$ cat src/include/spf_pkg.sv
// Constants, types and state layout of the self-programming flash control.
// Assumes one 50 MHz system clock and an 8-bit CPU I/O port for registers.
// Behaviour
// - Erase, write, lock-write last 3.7 to 4.5 ms
// - Bit 5 reserved, reads zero, writes ignored
// - Section busy bit 6 always reads zero
// - Ready irq requested while enable clear
// - No ready irq during EEPROM write or operation
// - Re-enable write clears whole temporary buffer
// - Lock/fuse read by load within three cycles
// - Page write command programs addressed page
// - Page write bit clears on completion or timeout
// - Core stalled during page erase and write
// - Page erase command erases addressed page
// - Page erase bit clears on completion or timeout
// - Enable arms store for four cycles only
// - Plain enable stores data pair in buffer
// - Enable clears after store, stays during operation
// - Only five listed low-field values take effect
// - EEPROM write blocks programming and fuse reads
// - Pointer selects fuse low, lock, ext, high
// - Programmed fuse bits read zero, unprogrammed one
package spf_pkg;
    localparam logic [5:0] REG_ADDR = 6'h37;
    localparam logic [7:0] REG_RESET = 8'h00;
    localparam int BIT_IE = 7;
    localparam int BIT_BUSY = 6;
    localparam int BIT_RSVD = 5;
    localparam int BIT_RWW = 4;
    localparam int BIT_BLB = 3;
    localparam int BIT_PGWR = 2;
    localparam int BIT_PGER = 1;
    localparam int BIT_SPEN = 0;
    localparam logic [4:0] CMD_RWW = 5'h11;
    localparam logic [4:0] CMD_BLB = 5'h09;
    localparam logic [4:0] CMD_PGWR = 5'h05;
    localparam logic [4:0] CMD_PGER = 5'h03;
    localparam logic [4:0] CMD_FILL = 5'h01;
    localparam logic [2:0] WIN_CYCLES = 3'h4;
    localparam logic [2:0] LPM_LAST = 3'h2;
    localparam int CLK_PERIOD_NS = 20;
    localparam int OP_MIN_NS = 3700000;
    localparam int OP_MAX_NS = 4500000;
    localparam int OP_CYCLES = (OP_MIN_NS + CLK_PERIOD_NS - 1) / CLK_PERIOD_NS;
    localparam int OP_MAX_CYCLES = OP_MAX_NS / CLK_PERIOD_NS;
    localparam int TIMER_W = 20;

    typedef enum logic [2:0] {
        ST_IDLE = 3'b001,
        ST_ARMED = 3'b010,
        ST_BUSY = 3'b100
    } spf_fsm_t;

    typedef struct packed {
        spf_fsm_t fsm;
        logic [7:0] csr;
        logic [2:0] win;
        logic [TIMER_W-1:0] timer;
        logic stall;
        logic irq;
        logic erase;
        logic page_wr;
        logic buf_wr;
        logic buf_clear;
        logic [14:0] addr;
        logic [15:0] data;
        logic lpm_hit;
        logic [7:0] lpm_data;
    } spf_state_t;
endpackage

$ cat src/logic/spf_flash_ctl.sv
// Self-programming control register and sequencer for program flash.
// Assumes the core pulses store/load strobes for one cycle, holds the
// pointer and data pair stable with them, and obeys the stall output.
`timescale 1ns/1ps
`default_nettype none
module spf_flash_ctl #(
    parameter int OP_CYCLES = spf_pkg::OP_CYCLES
) (
    input wire logic sys_clk,
    input wire logic arst_n,
    input wire logic [5:0] io_addr,
    input wire logic io_wr,
    input wire logic [7:0] io_wdata,
    input wire logic spm_exec,
    input wire logic lpm_exec,
    input wire logic [15:0] z_ptr,
    input wire logic [15:0] write_data_pair,
    input wire logic eeprom_write_busy,
    input wire logic global_irq_enable,
    input wire logic [7:0] fuse_low,
    input wire logic [7:0] fuse_high,
    input wire logic [7:0] fuse_ext,
    input wire logic [7:0] lock_bits,
    output logic [7:0] ctl_status,
    output logic cpu_stall,
    output logic ready_irq,
    output logic flash_erase,
    output logic flash_page_write,
    output logic buf_write,
    output logic buf_clear,
    output logic [14:0] flash_addr,
    output logic [15:0] buf_data,
    output logic lpm_hit,
    output logic [7:0] lpm_data
);
    spf_pkg::spf_state_t s;
    spf_pkg::spf_state_t next_s;
    logic wr;

    localparam logic [spf_pkg::TIMER_W-1:0] OP_LOAD =
        spf_pkg::TIMER_W'(OP_CYCLES - 1);

    function automatic logic cmd_ok(input logic [4:0] c);
        cmd_ok = (c == spf_pkg::CMD_RWW) || (c == spf_pkg::CMD_BLB) ||
                 (c == spf_pkg::CMD_PGWR) || (c == spf_pkg::CMD_PGER) ||
                 (c == spf_pkg::CMD_FILL);
    endfunction

    function automatic logic [7:0] fuse_sel(input logic [1:0] z,
                                            input logic [7:0] lo,
                                            input logic [7:0] lk,
                                            input logic [7:0] ex,
                                            input logic [7:0] hi);
        case (z)
            2'h0: fuse_sel = lo;
            2'h1: fuse_sel = lk;
            2'h2: fuse_sel = ex;
            default: fuse_sel = hi;
        endcase
    endfunction

    // EEPROM write locks out the register entirely
    assign wr = io_wr && (io_addr == spf_pkg::REG_ADDR) && !eeprom_write_busy;

    always_comb begin
        next_s = s;
        next_s.erase = 1'b0;
        next_s.page_wr = 1'b0;
        next_s.buf_wr = 1'b0;
        next_s.buf_clear = 1'b0;
        next_s.lpm_hit = 1'b0;
        case (s.fsm)
            spf_pkg::ST_IDLE: begin
                if (wr) begin
                    next_s.csr[spf_pkg::BIT_IE] = io_wdata[spf_pkg::BIT_IE];
                    // Other low-field values are dropped
                    if (cmd_ok(io_wdata[4:0])) begin
                        next_s.csr[4:0] = io_wdata[4:0];
                        next_s.win = spf_pkg::WIN_CYCLES;
                        next_s.fsm = spf_pkg::ST_ARMED;
                        next_s.buf_clear = io_wdata[spf_pkg::BIT_RWW];
                    end
                end
            end
            spf_pkg::ST_ARMED: begin
                if (spm_exec && !eeprom_write_busy) begin
                    next_s.addr = z_ptr[15:1];
                    case (s.csr[4:0])
                        // Lock-bit write is timed like erase and write
                        spf_pkg::CMD_PGER, spf_pkg::CMD_PGWR, spf_pkg::CMD_BLB: begin
                            // Enable stays set until the timer ends
                            next_s.erase = s.csr[spf_pkg::BIT_PGER];
                            next_s.page_wr = s.csr[spf_pkg::BIT_PGWR];
                            next_s.stall = 1'b1;
                            next_s.timer = OP_LOAD;
                            next_s.fsm = spf_pkg::ST_BUSY;
                        end
                        spf_pkg::CMD_FILL: begin
                            // Pointer bit 0 dropped by the word address
                            next_s.buf_wr = 1'b1;
                            next_s.data = write_data_pair;
                            next_s.csr[4:0] = 5'h00;
                            next_s.fsm = spf_pkg::ST_IDLE;
                        end
                        default: begin
                            next_s.csr[4:0] = 5'h00;
                            next_s.fsm = spf_pkg::ST_IDLE;
                        end
                    endcase
                end else if (lpm_exec && !eeprom_write_busy &&
                             s.csr[spf_pkg::BIT_BLB] && s.win >= spf_pkg::LPM_LAST) begin
                    // Fuse inputs carry programmed as zero
                    next_s.lpm_data = fuse_sel(z_ptr[1:0], fuse_low, lock_bits,
                                               fuse_ext, fuse_high);
                    next_s.lpm_hit = 1'b1;
                    next_s.csr[4:0] = 5'h00;
                    next_s.fsm = spf_pkg::ST_IDLE;
                end else if (wr) begin
                    next_s.csr[spf_pkg::BIT_IE] = io_wdata[spf_pkg::BIT_IE];
                    if (cmd_ok(io_wdata[4:0])) begin
                        next_s.csr[4:0] = io_wdata[4:0];
                        next_s.win = spf_pkg::WIN_CYCLES;
                        next_s.buf_clear = io_wdata[spf_pkg::BIT_RWW];
                    end
                end else if (s.win == 3'h1) begin
                    // Expiry drops every command bit at once
                    next_s.csr[4:0] = 5'h00;
                    next_s.fsm = spf_pkg::ST_IDLE;
                end else begin
                    next_s.win = s.win - 3'h1;
                end
            end
            spf_pkg::ST_BUSY: begin
                // Only the interrupt enable may change mid-operation
                if (wr) begin
                    next_s.csr[spf_pkg::BIT_IE] = io_wdata[spf_pkg::BIT_IE];
                end
                if (s.timer == '0) begin
                    next_s.csr[4:0] = 5'h00;
                    next_s.stall = 1'b0;
                    next_s.fsm = spf_pkg::ST_IDLE;
                end else begin
                    next_s.timer = s.timer - 1'b1;
                end
            end
            default: begin
                next_s.fsm = spf_pkg::ST_IDLE;
                next_s.csr[4:0] = 5'h00;
                next_s.stall = 1'b0;
            end
        endcase
        // No read-while-write here, so both bits are tied low
        next_s.csr[spf_pkg::BIT_BUSY] = 1'b0;
        next_s.csr[spf_pkg::BIT_RSVD] = 1'b0;
        next_s.irq = next_s.csr[spf_pkg::BIT_IE] && global_irq_enable &&
                     !next_s.csr[spf_pkg::BIT_SPEN] && !eeprom_write_busy &&
                     (next_s.fsm != spf_pkg::ST_BUSY);
    end

    always_ff @(posedge sys_clk or negedge arst_n) begin
        if (!arst_n) begin
            s <= '{fsm: spf_pkg::ST_IDLE, csr: spf_pkg::REG_RESET, default: '0};
        end else begin
            s <= next_s;
        end
    end

    assign ctl_status = s.csr;
    assign cpu_stall = s.stall;
    assign ready_irq = s.irq;
    assign flash_erase = s.erase;
    assign flash_page_write = s.page_wr;
    assign buf_write = s.buf_wr;
    assign buf_clear = s.buf_clear;
    assign flash_addr = s.addr;
    assign buf_data = s.data;
    assign lpm_hit = s.lpm_hit;
    assign lpm_data = s.lpm_data;

    // Helper: length of each stall episode
    logic [spf_pkg::TIMER_W-1:0] stall_len;
    always_ff @(posedge sys_clk or negedge arst_n) begin
        if (!arst_n) begin
            stall_len <= '0;
        end else if (s.stall) begin
            stall_len <= stall_len + 1'b1;
        end else begin
            stall_len <= '0;
        end
    end
endmodule
`default_nettype wire

$ cat config.mk
export PLATFORM = sky130hd
export DESIGN_NAME = spf_flash_ctl
export DESIGN_NICKNAME = d
export VERILOG_FILES = /design/src/include/spf_pkg.sv /design/src/logic/spf_flash_ctl.sv
export SDC_FILE = /design/constraint.sdc
export NUM_CORES = 1
export LEC_CHECK = 0
export BUFFER_PORTS_ARGS = -buffer_cell sky130_fd_sc_hd__buf_2
export CAP_MARGIN = 20
export CORE_MARGIN = 3
export CORE_UTILIZATION = 40
export DETAILED_ROUTE_END_ITERATION = 8
export PLACE_DENSITY = 0.65
export SLEW_MARGIN = 0
export SYNTH_ARGS = -nofsm -noshare
export SYNTH_HDL_FRONTEND = slang
export SYNTH_SLANG_ARGS = --single-unit
$ cat constraint.sdc
create_clock -name sys_clk -period 3.05 [get_ports sys_clk]
set_input_delay 0.61 -clock sys_clk [delete_from_list [all_inputs] [get_ports sys_clk]]
set_output_delay 0.61 -clock sys_clk [all_outputs]
set_load 0.01 [all_outputs]
==> impl_results.md, run 1 <==
* Status: complete, no violations
* Clock slew at reported path FFs at 80 ps
* Slew margin rel. at 51.68%
* Pin count of the biggest net entering global routing at 79
* Post-synth EDFFs at 0
* Fin crit period at 2444 ps
* Critical Path RT at 3270 ps
* Combinational Power Share at 9.8%
* Post-cts resize count at 0
* Slew Viols, Final at 0
* Internal power at 1647 uW
* Post-Route WL at 8861 um
* Pwr per Cell Area at 437.9 mW/mm2
* Most frequent cell after synthesis: dfrtp_1
* H-tree depth at 3
* Yosys cell types at 64
* Yosys top cell by area: dfrtp_1
* First-pass GRT wire length at 14170 um
* N_diodes at 0
* Crit Path Category: flop to flop
* HPWL after DPL at 6548 um
* CP Max Fanout at 23
* Tcrit/Tclk final at 80.15%
* Vias in the first global route at 2970
* CTS buffer count at 9
* Cell area after synthesis at 0.004278 mm2
* Clock Skew at 7.178 ps
* GP Congestion at 0.8586
* Post-Synthesis Cells at 373
* Drt drc at 0
* Post-synth ARST share at 100.0%
* RSZ-0062 raised after global routing: no
* Net count, final at 547
* Clk network pwr share at 40.7%
* Critical R2R Capture: s[63]
* Port-buffer cells at 134
* CTS tree: built
* Min-Delay Path Class: input port to async pin
* Fin. Hold Viols at 0
* Initial DRC count at 82
* WHS at 81.75 ps
* Initial antenna violation count at 0
* Max_cap viols at 0
* Worst EP arrival at 2660 ps
* Area growth from synthesis to layout at 15.53%
* Ratio of cells with drive above 1 in the final layout at 48.49%
* Max VDD drop at 0.2274 mV
* Sw Share at 23.88%
* Post-synth top cells: dfrtp_1 (77), buf_4 (47), mux2_2 (40), nand2_1 (19), o21ai_0 (16)
* Synthesis-stage register bit count at 78
* Chip height at 109.4 um
* Seq pwr share at 49.5%
* IO Pins at 139
* P_leak at 0.002448 uW
* DR WL/cell at 14.77 um
* Detailed-route via count at 3051
* Crit path launch type: flop
* Setup-failing EPs final at 0
* CTS sink cnt at 78
* Post-CTS Setup Inserts at 0
* Fillers at 966
* Detail Route Antenna Nets at 0
* Seq/Total Area, Yosys at 45.66%
* Synth Flop Type: dfrtp_1
* Root Driver: clkbuf_8
* Mean Syn Cell Area at 11.47 um2
* First-pass DRT Iterations at 4
* DIE AREA at 0.01197 mm2
* Worst slew pin tran at 724.8 ps
* Latest clock arrival within the worst-skew pair at 340 ps
* Row cnt at 37
* Gr usage total at 15.04%
* Starting density of the core at 41.25%
* Yosys Warn Count at 0
* Internal reg-to-reg setup slack at 610 ps
* Area contributors post-synth: dfrtp_1 (45%), mux2_2 (11%), buf_4 (8.2%), mux4_2 (4.2%), mux2i_1 (2.1%)
* R2r worst-path depth at 7
* Crit end category: flop
* CTS Buffer Depth at 2
* Area share of the largest cell type after synthesis at 45.04%
* Psw at 516.8 uW
* Die width at 109.4 um
* Reg-to-Reg Start: s[46]
* Core Footprint at 0.01037 mm2
* Max Fclk at 409.1 MHz
* # hold bufs at CTS at 0
* Vias per cell at 5.085
* Setup_tns at 0 ps
* Gr ovfl total at 0
## critical path, stage by stage (launching register included)
cell and delay, ps:
dfrtp_1 420, inv_1 70, ha_1 150, or3b_2 520, nor4b_4 380, a21o_4 330
nor4_1 80, or3b_1 360
## cell type report
cell class	instances	area, um2	area share, %
well taps	136	170.2	3.443
clock inverters	6	92.59	1.873
repair buffers	137	715.7	14.48
inverters	15	56.30	1.139
flip-flops and latches	78	1953	39.52
clock buffers	10	137.6	2.785
multi-input cells	218	1817	36.76
## per-layer routing
metal	global-route usage [%]	share of wire, %	up-vias	routed length (um)
met1	19.40	41	1453	3671
met3	5.050	7.8	13	694
met2	24.24	49	128	4362
met4	4.096	1.5	0	133
li1	-	-	1457	-
met5	0	0	-	0
## stage by stage
step	total power, uW	worst slack [ps]	util (%)	cells	area (um2)
detailed placement	1302	570.3	45.17	583	4684
CTS	2190	608.0	47.39	599	4915
global placement	1296	573.5	45.17	583	4684
global route	2265	470.5	47.66	600	4942
floorplan	1205	882.8	-	374	4282
finish	2164	605.5	47.66	600	4942
## worst max-delay path by stage
stage	startpoint	endpoint	slack, ps
finish	s[46]	s[63]	610
detailed placement	io_wdata[2]	ready_irq	570
floorplan	eeprom_write_busy	buf_data[10]	880
global route	s[46]	s[63]	470
CTS	s[46]	s[63]	610
global placement	io_wdata[2]	ready_irq	570
## kinds of logic after synthesis
logic type      synth area share [%]
flops                          45.66
simple gates                   15.56
mux                            16.85
compound gates                 7.956
buf+inv                        11.96
other cells                  0.08766
fa+ha+maj                      1.112
xor+xnor                      0.8191
## registers in the layout, summed over array words and instances, names as in the netlist
| signal | count |
|---|---|
| buf_write | 1 |
| ctl_status | 6 |
| lpm_data | 8 |
| buf_data | 16 |
| cpu_stall | 1 |
| ready_irq | 1 |
| flash_page_write | 1 |
| buf_clear | 1 |
| flash_addr | 15 |
| s | 26 |
| lpm_hit | 1 |
| flash_erase | 1 |
## power by group through the flow
| stage | Sequential [uW] | Combinational, uW | Clock (uW) |
|---|---|---|---|
| 2_1_floorplan | 1090 | 117 | 0 |
| 3_3_place_gp | 1090 | 205 | 0 |
| 3_5_place_dp | 1090 | 210 | 0 |
| 4_1_cts | 1070 | 210 | 908 |
| 5_1_grt | 1070 | 237 | 953 |
| 6_report | 1070 | 211 | 881 |
## placed cells by master (no fill, tap or decap), types with 4 or more instances in the layout
cell,Yosys,layout
clkbuf_8,1,10
nand3_1,5,5
nand2_1,19,19
nor4_1,6,6
dfrtp_1,77,77
a21oi_1,8,8
nor2_1,15,15
or4_1,4,4
o31ai_1,5,5
or3_1,7,7
o211ai_1,4,4
mux2_2,40,40
buf_2,2,133
mux4_2,8,8
and2_1,4,4
nor3_1,4,4
o21ai_0,16,16
inv_1,15,15
nand2b_1,4,4
mux2i_1,9,9
a211oi_1,4,4
and4_1,4,4
No activity file was read; power rests on OpenSTA's default activity.
==> inputs of run 2 (changes only) <==
Clock period 3.05 ns to 2.4 ns, I/O delays scaled along.
==> impl_results.md, run 2 (synthesized netlist as in run 1, its figures left out) <==
* Status: complete, no violations
* Core Footprint at 0.01037 mm2 (unchanged)
* Fin area at 0.005014 mm2 (+1.4%)
* Crit Path Category: flop to flop
* Net count, final at 560 (+2.4%)
* Fin. Hold Viols at 0 (unchanged)
* Tcrit/Tclk final at 95.48% (+15 points)
* Gr usage total at 15.39% (+0.34 points)
* Max VDD drop at 0.2759 mV (+21%)
* Detailed-route via count at 3126 (+2.5%)
* Pin count of the biggest net entering global routing at 45 (-43%)
* Starting density of the core at 41.25% (unchanged)
* Clock slew at reported path FFs at 80 ps (about the same)
* # hold bufs at CTS at 0 (unchanged)
* Vias per cell at 5.100 (+0.29%)
* Setup-failing EPs final at 0 (unchanged)
* CP Max Fanout at 7 (-70%)
* Max reg flops at 26 (unchanged)
* Setup_tns at 0 ps (unchanged)
* DIE AREA at 0.01197 mm2 (unchanged)
* First-pass GRT wire length at 14540 um (+2.6%)
* Pwr per Cell Area at 523.3 mW/mm2 (+20%)
* Gr ovfl total at 0 (unchanged)
* IO Pins at 139 (unchanged)
* Port-buffer cells at 134 (unchanged)
* Row cnt at 37 (unchanged)
* CTS Buffer Depth at 2 (unchanged)
* Critical Path RT at 2620 ps (-650 ps)
* DR WL/cell at 14.59 um (-1.2%)
* Area growth from synthesis to layout at 17.20%
* Fin crit period at 2292 ps (-153.0 ps)
* P_leak at 0.002495 uW (+1.9%)
* Placed cell area at 0.004795 mm2 (+2.4%)
* HPWL after DPL at 6877 um (+5.0%)
* Max_cap viols at 0 (unchanged)
* Chip height at 109.4 um (unchanged)
* Clock Skew at 2.678 ps (-4.500 ps)
* WHS at 91.67 ps (+9.922 ps)
* Crit path launch type: flop
* Leading cell types in the layout, fill and taps excluded: buf_2 (133), dfrtp_1 (77), mux2_2 (40), nand2_1 (19)
* Initial DRC count at 91 (+11%)
* First-pass DRT Iterations at 4 (unchanged)
* GP Congestion at 0.8332 (-3.0%)
* Most flops, register: s
* Vias in the first global route at 3084 (+3.8%)
* Latest clock arrival within the worst-skew pair at 340 ps (about the same)
* Max Fclk at 436.4 MHz (+6.7%)
* CTS sink cnt at 78 (unchanged)
* Min-Delay Path Class: input port to async pin
* CTS tree: built
* Slew margin rel. at 67.40% (+16 points)
* Drt drc at 0 (unchanged)
* Post-Route WL at 8944 um (+0.94%)
* Fillers at 975 (+0.93%)
* Detail Route Antenna Nets at 0 (unchanged)
* Crit end category: flop
* Slew Viols, Final at 0 (unchanged)
* Die width at 109.4 um (unchanged)
* Worst slew pin tran at 482.4 ps (-242.4 ps)
* Ratio of cells with drive above 1 in the final layout at 49.90% (+1.4 points)
* Worst EP arrival at 2510 ps (-150 ps)
* Most common cell after layout, fill and taps aside: buf_2
* H-tree depth at 3 (unchanged)
* CTS buffer count at 9 (unchanged)
* Initial antenna violation count at 0 (unchanged)
* Root Driver: clkbuf_8
* N_diodes at 0 (unchanged)
run 2: report_power, final:
part	internal, uW	leakage, uW	total, uW	switching [uW]
Clock	509	0.0000955	987	477
Combinational	137	0.00138	275	138
Sequential	1340	0.00102	1360	23.0
Total	1990	0.00250	2620	638
run 2: metrics by stage:
stage	std cells	setup WS, ps	utilization (%)	total power, uW
after global routing	613	-4.390	48.35	2756
after floorplan	374	284.7	-	1531
final	613	108.5	48.35	2624
after detailed placement	596	95.38	46.24	1666
after global placement	596	120.3	46.24	1653
after CTS	612	86.91	48.17	2667
run 2: path summary, 6_finish.rpt:
kind / slack, ps / cells after the start / from / to
worst max-delay path: 110 / 8 / s[46] / s[63]
worst min-delay path: 90 / 1 / arst_n / lpm_data[2]
worst max register to register: 110 / 8 / s[46] / s[63]
worst min register to register: 490 / 1 / s[59] / s[59]
max in group asynchronous: 1680 / 2 / arst_n / s[77]
min in group sys_clk: 360 / 2 / write_data_pair[11] / buf_data[11]
run 2: worst max-delay path: stages, from the launching register on:
cell and delay, ps:
dfrtp_1 410, inv_1 70, ha_1 160, or3b_2 510
nor4b_4 260, buf_4 180, a21o_4 160, nor4_1 60
or3b_1 340
run 2: timing repair:
action / in CTS / in global routing
setup buffers: 0 / 1
resized for setup: 0 / 2
endpoints found under the setup margin: 0 / 5
run 2: per-layer routing:
metal	up-vias	track usage [%]	routed length, um
li1	1488	-	-
met2	112	26.55	4592
met3	13	4.287	596
met5	-	0	0
met1	1513	18.82	3613
met4	0	4.363	142
run 2: final cells by class:
type                    count  area, um2  area share, %
multi-input cells         218       1828          36.46
flip-flops and latches     78       1953          38.96
clock inverters             5      58.81          1.173
clock buffers              11      141.4          2.820
inverters                  15      56.30          1.123
well taps                 136      170.2          3.394
repair buffers            150      805.8          16.07
==> inputs of run 3 (changes only) <==
Settings changed: CORE_MARGIN 3 to unset, GPL_TIMING_DRIVEN set to 0.
==> impl_results.md, run 3 (synthesized netlist as in run 1, its figures left out) <==
* Port-buffer cells at 131 (-2.2%)
* CTS tree: built
* Combinational Power Share at 10.6% (about the same)
* Crit Path Category: flop to flop
* Worst slew pin tran at 640.6 ps (+158.1 ps)
* First-pass GRT wire length at 15210 um (+4.6%)
* Clk network pwr share at 37.2% (-0.4 points)
* Final non-filler cell total at 658 (+7.3%)
* Seq pwr share at 52.2% (+0.3 points)
* GP Congestion at 0.7848 (-5.8%)
* Cell count after placement at 642 (+7.7%)
* DIE AREA at 0.01111 mm2 (-7.2%)
* Detailed-route via count at 3302 (+5.6%)
* Root Driver: clkbuf_8
* IO Pins at 139 (unchanged)
* Area growth from synthesis to layout at 24.83%
* CTS sink cnt at 78 (unchanged)
* Crit end category: flop
* Latest clock arrival within the worst-skew pair at 350 ps (about the same)
* Vias in the first global route at 3230 (+4.7%)
* Pin count of the biggest net entering global routing at 45 (unchanged)
* Internal power at 1957 uW (-1.4%)
* Net count, final at 606 (+8.2%)
* Max VDD drop at 0.3132 mV (+14%)
* CP startpoint: s[46]
* Max reg flops at 26 (unchanged)
* CTS Buffer Depth at 2 (unchanged)
* Setup-failing EPs final at 0 (unchanged)
* Tcrit/Tclk final at 94.69% (-0.79 points)
* Ratio of cells with drive above 1 in the final layout at 52.87% (+3.0 points)
* First-pass DRT Iterations at 4 (unchanged)
* Max Fclk at 440.0 MHz (+0.83%)
* Max_cap viols at 0 (unchanged)
* Clock slew at reported path FFs at 80 ps (about the same)
* Fin worst setup slack at 127.4 ps (+18.95 ps)
* DR WL/cell at 14.18 um (-2.8%)
* P_leak at 0.002732 uW (+9.5%)
* Sw Share at 25.00% (+0.67 points)
* Fillers at 922 (-5.4%)
* Initial DRC count at 139 (+53%)
* Slew margin rel. at 56.97% (-10 points)
* Detail Route Antenna Nets at 0 (unchanged)
* Crit path launch type: flop
* Starting density of the core at 41.44% (+0.18 points)
* Clock Skew at 10.47 ps (+7.796 ps)
* CTS buffer count at 9 (unchanged)
* Fin area at 0.005340 mm2 (+6.5%)
* Most flops, register: s
* Row cnt at 37 (unchanged)
* H-tree depth at 3 (unchanged)
* N_diodes at 0 (unchanged)
* Core Footprint at 0.01032 mm2 (-0.45%)
* Fin crit period at 2273 ps (-18.95 ps)
* Gr ovfl total at 0 (unchanged)
* Leading cell types in the layout, fill and taps excluded: buf_2 (132), dfrtp_1 (77), buf_4 (49), mux2_2 (40), nand2_1 (19)
* Placed cell area at 0.005137 mm2 (+7.2%)
* Reg-to-Reg Start: s[46]
* Psw at 652.3 uW (+2.2%)
* RSZ-0062 raised after global routing: no
* Vias per cell at 5.018 (-1.6%)
* Drt drc at 0 (unchanged)
* Fin. Hold Viols at 0 (unchanged)
* Worst EP arrival at 2540 ps (+30 ps)
* HPWL after DPL at 7097 um (+3.2%)
* Min-Delay Path Class: input port to async pin
* Most common cell after layout, fill and taps aside: buf_2
* Post-Route WL at 9333 um (+4.3%)
* CP Max Fanout at 10 (+3)
* Dpl ws at -66.12 ps (-161.5 ps)
* Initial antenna violation count at 0 (unchanged)
* Chip height at 105.4 um (-3.7%)
* Slew Viols, Final at 0 (unchanged)
* Die width at 105.4 um (-3.7%)
* Pwr per Cell Area at 488.6 mW/mm2 (-6.6%)
* Status: complete, no violations
* Gr usage total at 17.43% (+2.0 points)
* Critical Path RT at 2670 ps (+50 ps)
* Setup_tns at 0 ps (unchanged)
## run 3: worst max-delay path, cell delays in order, from the launching register on
cell and delay, ps:
dfrtp_1 420, inv_1 80, ha_1 160, or3b_4 420, nor4b_4 380, a21o_4 210
buf_6 150, buf_6 150, o21ai_0 90, a21oi_1 140
## run 3: what timing repair did
item / 4_1_cts / 5_1_grt
hold buffers: 0 / 0
buffers inserted: 0 / 1
setup endpoints to repair: 0 / 11
gates resized for setup: 0 / 4
## run 3: final timing paths
| path | end | slack (ps) | depth (start not counted) |
|---|---|---|---|
| setup / recovery | s[62] | 130 | 9 |
| hold / removal | s[47] | 90 | 1 |
| setup reg to reg | s[62] | 130 | 9 |
| hold reg to reg | s[59] | 490 | 1 |
| max in group asynchronous | buf_data[8] | 1720 | 2 |
| min in group sys_clk | flash_addr[8] | 350 | 2 |
## run 3: through the flow
stage | utilization, % | hold slack, ps | power, uW
final | 51.73 | 90.32 | 2609
after global routing | 51.73 | 117.1 | 2734
after CTS | 51.57 | 98.24 | 2645
after detailed placement | 49.76 | 476.0 | 1667
after global placement | 49.47 | 468.3 | 1653
after floorplan | - | 184.4 | 1531
## run 3: routing by layer
layer  part of all wire [%]  global-route usage [%]  up-vias
met5                      0                       0        -
met4                    1.4                   5.835        0
met3                    4.8                   3.834        8
met2                     52                   30.36       97
met1                     42                   21.31     1606
li1                       -                       -     1591
## run 3: cell type report
| class | instances | area [um2] | share of cell area (%) |
|---|---|---|---|
| Buffer | 63 | 456.7 | 8.552 |
| Clock inverter | 6 | 62.56 | 1.172 |
| Timing Repair Buffer | 133 | 693.2 | 12.98 |
| Tap cell | 136 | 170.2 | 3.187 |
| Sequential cell | 78 | 1953 | 36.57 |
| Clock buffer | 9 | 123.9 | 2.320 |
| Inverter | 15 | 56.30 | 1.054 |
| Multi-Input combinational cell | 218 | 1824 | 34.16 |
## run 3: power by group through the flow
| stage | clock, uW | combinational [uW] | sequential (uW) |
|---|---|---|---|
| global placement | 0 | 267 | 1390 |
| detailed placement | 0 | 279 | 1390 |
| finish | 970 | 276 | 1360 |
| global route | 1060 | 310 | 1370 |
| floorplan | 0 | 148 | 1380 |
| CTS | 1000 | 280 | 1360 |
